$ cat src/common/smt_pkg.sv
// split-mode timer control: register map, field positions, reset values
// assumes an 8-bit register port with byte offsets as addresses
package smt_pkg;

    // ==========================================
    // register offsets
    localparam logic [7:0] ADR_ENABLE = 8'h00;
    localparam logic [7:0] ADR_OUTVAL = 8'h02;
    localparam logic [7:0] ADR_SPLIT = 8'h03;
    localparam logic [7:0] ADR_CMDCLR = 8'h04;
    localparam logic [7:0] ADR_CMDSET = 8'h05;
    localparam logic [7:0] ADR_INTEN = 8'h0a;
    localparam logic [7:0] ADR_FLAGS = 8'h0b;
    localparam logic [7:0] ADR_DBG = 8'h0e;
    localparam logic [7:0] ADR_LOW_BYTE_COUNT = 8'h20;
    localparam logic [7:0] ADR_HCNT = 8'h21;
    localparam logic [7:0] ADR_LPER = 8'h26;
    localparam logic [7:0] ADR_HPER = 8'h27;
    localparam logic [7:0] ADR_LCMP0 = 8'h28;
    localparam logic [7:0] ADR_LCMP_STEP = 8'h02;
    localparam int NUM_CMP = 3;

    // ==========================================
    // field positions and masks
    localparam int BIT_LOW_UNDERFLOW = 0;
    localparam int BIT_HIGH_UNDERFLOW = 1;
    localparam int BIT_LCMP0 = 4;
    localparam logic [7:0] INT_MASK = 8'h73;
    localparam logic [7:0] OV_MASK = 8'h77;
    localparam int CMD_LSB = 2;
    localparam int TGT_LSB = 0;

    // ==========================================
    // command and target codes
    localparam logic [1:0] CMD_NONE = 2'h0;
    localparam logic [1:0] CMD_RESTART = 2'h2;
    localparam logic [1:0] CMD_RESET = 2'h3;
    localparam logic [1:0] TGT_NONE = 2'h0;
    localparam logic [1:0] TGT_BOTH = 2'h3;

    // ==========================================
    // reset values
    localparam logic [7:0] RST_REG = 8'h00;
    localparam logic [7:0] RST_PER = 8'hff;

    typedef struct packed {
        logic [7:0] addr;
        logic [7:0] wdata;
        logic wr;
        logic rd;
    } smt_bus_t;

    typedef struct packed {
        logic en;
        logic [7:0] ov;
        logic split;
        logic [1:0] tgt;
        logic [7:0] ie;
        logic [7:0] flags;
        logic dbg;
        logic [7:0] low_byte_count;
        logic [7:0] hcnt;
        logic [7:0] lper;
        logic [7:0] hper;
        logic [NUM_CMP-1:0][7:0] lcmp;
        logic [7:0] rdata;
        logic irq;
        logic [7:0] wave;
    } smt_state_t;

    localparam smt_state_t ST_RST = '{lper: RST_PER, hper: RST_PER, default: '0};

endpackage

$ cat src/rtl/smt_top.sv
// split-mode timer control: registers, commands, flags and two 8-bit down counters
// assumes a single-cycle register port and a debug-halt level from the core
`timescale 1ns/10ps
module smt_top (
    input wire logic MCLK,
    input wire logic SYS_RST,
    input wire logic CE,
    input wire logic DEBUG_HALT,
    input wire logic [7:0] REG_ADDR,
    input wire logic [7:0] REG_WDATA,
    input wire logic REG_WR,
    input wire logic REG_RD,
    output logic [7:0] REG_RDATA,
    output logic INT_REQ,
    output logic [7:0] WAVE_OUT
);

    // ==========================================
    // decode
    smt_pkg::smt_state_t q;
    smt_pkg::smt_state_t d;
    smt_pkg::smt_bus_t bus;
    logic [1:0] cmd_w;
    logic [1:0] tgt_w;
    logic cmd_wr;
    logic do_restart;
    logic do_reset;
    logic wr_low_byte_count;
    logic wr_hcnt;
    logic run;
    logic [7:0] set_v;
    logic [7:0] clr_v;

    assign bus = '{addr: REG_ADDR, wdata: REG_WDATA, wr: REG_WR, rd: REG_RD};
    assign cmd_w = bus.wdata[smt_pkg::CMD_LSB +: 2];
    assign tgt_w = bus.wdata[smt_pkg::TGT_LSB +: 2];
    assign cmd_wr = bus.wr && (bus.addr == smt_pkg::ADR_CMDCLR || bus.addr == smt_pkg::ADR_CMDSET);
    // reserved codes and partial targets do nothing
    assign do_restart = cmd_wr && cmd_w == smt_pkg::CMD_RESTART && tgt_w == smt_pkg::TGT_BOTH;
    assign do_reset = cmd_wr && cmd_w == smt_pkg::CMD_RESET && tgt_w == smt_pkg::TGT_BOTH && !q.en;
    assign wr_low_byte_count = bus.wr && q.split && bus.addr == smt_pkg::ADR_LOW_BYTE_COUNT;
    assign wr_hcnt = bus.wr && q.split && bus.addr == smt_pkg::ADR_HCNT;
    assign run = q.en && q.split && (!DEBUG_HALT || q.dbg);
    assign clr_v = (bus.wr && bus.addr == smt_pkg::ADR_FLAGS) ? (bus.wdata & smt_pkg::INT_MASK) : 8'h00;

    // ==========================================
    // next state
    always_comb begin
        d = q;
        d.rdata = 8'h00;
        set_v = 8'h00;
        // counting first so a register write below overrides it
        if (do_restart) begin
            d.low_byte_count = q.lper;
            d.hcnt = q.hper;
        end else if (run) begin
            d.low_byte_count = (q.low_byte_count == 8'h00) ? q.lper : q.low_byte_count - 8'h01;
            d.hcnt = (q.hcnt == 8'h00) ? q.hper : q.hcnt - 8'h01;
            set_v[smt_pkg::BIT_LOW_UNDERFLOW] = !wr_low_byte_count && q.low_byte_count == 8'h01;
            set_v[smt_pkg::BIT_HIGH_UNDERFLOW] = !wr_hcnt && q.hcnt == 8'h01;
        end
        for (int n = 0; n < smt_pkg::NUM_CMP; n++) begin
            set_v[smt_pkg::BIT_LCMP0 + n] = q.split && q.low_byte_count == q.lcmp[n];
        end
        // set wins over a same-cycle clear
        d.flags = (q.flags & ~clr_v) | set_v;

        if (bus.rd) begin
            case (bus.addr)
                smt_pkg::ADR_ENABLE: d.rdata = {7'h00, q.en};
                smt_pkg::ADR_OUTVAL: d.rdata = q.ov;
                smt_pkg::ADR_SPLIT: d.rdata = {7'h00, q.split};
                smt_pkg::ADR_CMDCLR, smt_pkg::ADR_CMDSET: d.rdata = {6'h00, q.tgt};
                smt_pkg::ADR_INTEN: d.rdata = q.ie;
                smt_pkg::ADR_FLAGS: d.rdata = q.flags;
                smt_pkg::ADR_DBG: d.rdata = {7'h00, q.dbg};
                default: d.rdata = 8'h00;
            endcase
            // timer registers appear only in the split layout
            if (q.split) begin
                case (bus.addr)
                    smt_pkg::ADR_LOW_BYTE_COUNT: d.rdata = q.low_byte_count;
                    smt_pkg::ADR_HCNT: d.rdata = q.hcnt;
                    smt_pkg::ADR_LPER: d.rdata = q.lper;
                    smt_pkg::ADR_HPER: d.rdata = q.hper;
                    default: d.rdata = d.rdata;
                endcase
                for (int n = 0; n < smt_pkg::NUM_CMP; n++) begin
                    if (bus.addr == smt_pkg::ADR_LCMP0 + 8'(n * 2)) begin
                        d.rdata = q.lcmp[n];
                    end
                end
            end
        end

        if (bus.wr) begin
            case (bus.addr)
                smt_pkg::ADR_ENABLE: d.en = bus.wdata[0];
                smt_pkg::ADR_OUTVAL: d.ov = bus.wdata & smt_pkg::OV_MASK;
                smt_pkg::ADR_SPLIT: d.split = bus.wdata[0];
                smt_pkg::ADR_CMDCLR: d.tgt = q.tgt & ~tgt_w;
                smt_pkg::ADR_CMDSET: d.tgt = q.tgt | tgt_w;
                smt_pkg::ADR_INTEN: d.ie = bus.wdata & smt_pkg::INT_MASK;
                smt_pkg::ADR_DBG: d.dbg = bus.wdata[0];
                default: d.dbg = d.dbg;
            endcase
            if (q.split) begin
                case (bus.addr)
                    smt_pkg::ADR_LOW_BYTE_COUNT: d.low_byte_count = bus.wdata;
                    smt_pkg::ADR_HCNT: d.hcnt = bus.wdata;
                    smt_pkg::ADR_LPER: d.lper = bus.wdata;
                    smt_pkg::ADR_HPER: d.hper = bus.wdata;
                    default: d.lper = d.lper;
                endcase
                for (int n = 0; n < smt_pkg::NUM_CMP; n++) begin
                    if (bus.addr == smt_pkg::ADR_LCMP0 + 8'(n * 2)) begin
                        d.lcmp[n] = bus.wdata;
                    end
                end
            end
        end

        // hard reset returns every register to its reset value
        if (do_reset) begin
            d = smt_pkg::ST_RST;
        end
        d.irq = |(d.flags & d.ie);
        // while running the pins hold; waveform shaping lives elsewhere
        d.wave = d.en ? q.wave : d.ov;
    end

    // ==========================================
    // state register
    always_ff @(posedge MCLK or posedge SYS_RST) begin
        if (SYS_RST) begin
            q <= smt_pkg::ST_RST;
        end else if (CE) begin
            q <= d;
        end
    end

    assign REG_RDATA = q.rdata;
    assign INT_REQ = q.irq;
    assign WAVE_OUT = q.wave;
endmodule

$ cat config.mk
export PLATFORM = sky130hd
export DESIGN_NAME = smt_top
export DESIGN_NICKNAME = d
export VERILOG_FILES = /design/src/common/smt_pkg.sv /design/src/rtl/smt_top.sv
export SDC_FILE = /design/constraint.sdc
export NUM_CORES = 1
export LEC_CHECK = 0
export BUFFER_PORTS_ARGS = -buffer_cell sky130_fd_sc_hd__buf_2
export CAP_MARGIN = 15
export CORE_MARGIN = 4
export CORE_UTILIZATION = 33
export DETAILED_ROUTE_END_ITERATION = 16
export GPL_TIMING_DRIVEN = 0
export SYNTH_ARGS = -nofsm -noshare
export SYNTH_HDL_FRONTEND = slang
export SYNTH_SLANG_ARGS = --single-unit
$ cat constraint.sdc
create_clock -name MCLK -period 4.4 [get_ports MCLK]
set_clock_uncertainty 0.1 [all_clocks]
set_input_delay 0.66 -clock MCLK [delete_from_list [all_inputs] [get_ports MCLK]]
set_output_delay 0.66 -clock MCLK [all_outputs]
set_load 0.01 [all_outputs]
==> results_dict.tcl <==
set metrics [dict create \
    clock_path_buffers 2 \
    required_ns 4.50 \
    cp-startpoint "REG_WDATA[0]" \
    cpMostUsedCell "buf_2" \
    setup_viol 0 \
    final_area_um2 7366 \
    place_congestion 0.9295 \
    vias_per_cell 5.868 \
    synth_cell_types 77 \
    synth_edf_count 0 \
    crit_family "simple AND/OR/NAND/NOR gates" \
    power_frac_clock_pct 36.0 \
    drive_gt1_share_pct 16.41 \
    r2r-start "q[63]$_DFFE_PP0P_" \
    synth_top_cell_area_share_pct 33.03 \
    cp-end-kind "register" \
    post_cts_resized 0 \
    synth-async-reset-ratio_pct 100.0 \
    ys_ff_latch 102 \
    grt_use_total_pct 20.49 \
    start_util_pct 33.48 \
    wl_per_cell_um 21.14 \
    period_minus_slack_ns 3.168 \
    seqPwrFrac_pct 42.9 \
    r2r_setup_slack_ns 1.63 \
    dr.first_iter.drc_count 794 \
    first_pass_iters 5 \
    dp.cells 1039 \
    switching_power_mw 0.7285 \
    drc 0 \
    power.internal_mw 1.670 \
    critPathBufInv 3 \
    yosysSeqAreaShare_pct 39.48 \
    ant_nets 0 \
    power_density_nw_per_um2 325.7 \
    holdBufCountCts 0 \
    max_freq_ghz 0.3157 \
    peakVddDrop_v 0.0001552 \
    synth_area_leaders "dfrtp_1 33%, dfstp_2 6.5%, nand2_1 4.8%" \
    hp-class "in2async" \
    cts_root_buffer "clkbuf_16" \
    antenna_found_initial 0 \
    synthFlopType "dfrtp_1" \
    dpl_worst_slack_ns 0.9277 \
    fin_nets 813 \
    combinationalPowerShare_pct 21.0 \
    clk_latency_ns 0.36 \
    syn_inst 739 \
    drv_slew 0 \
    syn_area_um2 6516 \
    rr_endpoint "INT_REQ$_DFFE_PP0P_" \
    reg2reg_depth 6 \
    h-tree-depth 3 \
    maxCapViolations 0 \
    p_sw_share_pct 30.37 \
    fin_util_pct 37.85 \
    status "completed" \
    slowest_delay_ns 0.59 \
    critical_path_depth 7 \
    grt_overflow 0 \
    dp.final_hpwl_um 16410 \
    numCtsBuffers 9 \
    crit_path_start_kind "input port" \
    port_buffers 34 \
    cts_tree "yes" \
    worst_hold_slack_ns 0.2837 \
    postCtsSetupBuffers 0 \
    syn2layout_area_growth_pct 13.04 \
    coreArea_um2 19460 \
    leakagePower_nw 3.207 \
    yosys.area.top_type "dfrtp_1" \
    antenna_cells 0 \
    synth_area_per_cell_um2 8.818 \
    endpoint "q[60]$_DFFE_PP0P_" \
    die_x_um 148.5 \
    tightest_slew_ns 1.129 \
    grt_pass1_wl_um 34890 \
    grt_max_degree 55 \
    synth_nets 765 \
    crit_type "in2reg" \
    max_slew_margin_pct 23.68 \
    die_y_um 148.5 \
    post-route-period-util_pct 72.00 \
    cp_slowest_cell "or4_1" \
    ys.warnings.count 0 \
    path_max_fanout 10 \
    path_clk_slew_ns 0.08 \
    wl_um 22340 \
    grt_pass1_vias 5826 \
    die_area_um2 22060 \
    ios 39 \
    vias 6202 \
    final-instance-count-excl-fill 1057 \
    rsz0062_at_grt "no" \
    cp_data_arrival_time_ns 3.27 \
    place_area_um2 7048 \
    hold_viol 0 \
    rows 51 \
    cts_sinks 102 \
    cp_cell_sequence "clkbuf_1 > nand4_1 > or4_1 > buf_2 > nand2_2 > buf_2 > o22ai_1" \
    fin_ws_ns 1.232 \
]
## logic make-up after synthesis
| family | count (synthesis) | synth area share (%) |
|---|---|---|
| adder cells (fa/ha/maj) | 4 | 0.7681 |
| multiplexers | 15 | 2.535 |
| XOR/XNOR | 31 | 4.167 |
| flip-flops | 102 | 39.48 |
| buffers and inverters | 97 | 7.316 |
| AO/OA/AOI/OAI | 237 | 25.37 |
| AND/OR/NAND/NOR | 253 | 20.37 |
## power by group through the flow
stage / clock network, mW / registers [mW] / logic, mW
floorplan: 0 / 1.03 / 0.352
global placement: 0 / 1.05 / 0.487
detailed placement: 0 / 1.05 / 0.495
CTS: 0.873 / 1.03 / 0.497
global route: 0.908 / 1.04 / 0.547
finish: 0.864 / 1.03 / 0.505
## layer usage
metal  up-vias  GRT usage [%]  wire (µm)  part of all wire (%)
met2       339          31.33      10160                    45
met1      3017          28.77       9439                    42
li1       2799              -          -                     -
met5         -              0          0                     0
met3        47          4.052       2036                   9.1
met4         0          7.667        701                   3.1
## layout make-up
type | count | area (µm²)
repair buffers | 37 | 207.7
inverters | 29 | 111.4
clock buffers | 12 | 236.5
multi-input cells | 540 | 3467
fillers | 1998 | 12100
plain buffers | 68 | 367.9
well taps | 265 | 331.6
clock inverters | 4 | 71.32
flip-flops and latches | 102 | 2572
## through the flow
stage               setup TNS [ns]  total power [mW]
floorplan                        0             1.385
global placement            -39.55             1.532
detailed placement               0             1.540
CTS                              0             2.399
global route                     0             2.491
finish                           0             2.399
## worst register-to-register path: cells and delay by family (launching register included)
kind | cells | cell delay, ns
compound gates | 3 | 0.52
flops | 1 | 0.45
simple gates | 3 | 1.63
## Yosys cell counts, drive strengths merged, types with 5 or more instances
cell type / count
dfrtp: 86
nand2: 85
o21ai: 63
nor2: 50
a21oi: 39
buf: 35
clkbuf: 33
inv: 28
nand3: 20
o22ai: 20
a22o: 19
xor2: 19
dfstp: 16
nor4: 16
nand4: 14
nor3: 14
and2: 13
mux2i: 12
xnor2: 12
a32o: 11
a22oi: 10
and3: 10
o31ai: 9
a221oi: 8
a21o: 6
o211ai: 6
a221o: 5
a31oi: 5
o2bb2ai: 5
or3: 5
## how the worst min path moves through the flow
stage	endpoint	depth (start not counted)	slack, ns	from
after detailed placement	WAVE_OUT[4]$_DFFE_PP0P_	2	0.37	WAVE_OUT[4]$_DFFE_PP0P_
after global placement	WAVE_OUT[1]$_DFFE_PP0P_	2	0.36	WAVE_OUT[1]$_DFFE_PP0P_
after global routing	q[84]$_DFFE_PP0P_	2	0.35	SYS_RST
final	q[78]$_DFFE_PP0P_	2	0.28	SYS_RST
after floorplan	WAVE_OUT[0]$_DFFE_PP0P_	2	0.35	WAVE_OUT[0]$_DFFE_PP0P_
after CTS	q[78]$_DFFE_PP0P_	2	0.32	SYS_RST
## layout by cell type (no fill, tap or decap), types with 11 or more instances in the layout
cell | Yosys | routed
a21oi_1 | 39 | 39
a22o_1 | 19 | 19
a32o_1 | 11 | 11
and2_1 | 13 | 13
buf_2 | 11 | 46
buf_4 | 18 | 18
clkbuf_1 | 32 | 35
dfrtp_1 | 86 | 86
dfstp_2 | 16 | 16
inv_1 | 28 | 27
mux2i_1 | 12 | 12
nand2_1 | 83 | 83
nand3_1 | 20 | 20
nand4_1 | 13 | 13
nor2_1 | 50 | 50
nor3_1 | 13 | 13
nor4_1 | 12 | 12
o21ai_0 | 42 | 42
o21ai_1 | 16 | 16
o22ai_1 | 17 | 17
xnor2_1 | 12 | 12
xor2_1 | 19 | 19
## flip-flops by register name, indices dropped and copies added, names as in the netlist
| name | flops |
|---|---|
| INT_REQ | 1 |
| REG_RDATA | 8 |
| WAVE_OUT | 8 |
| q | 85 |
No activity file was read; power rests on OpenSTA's default activity.
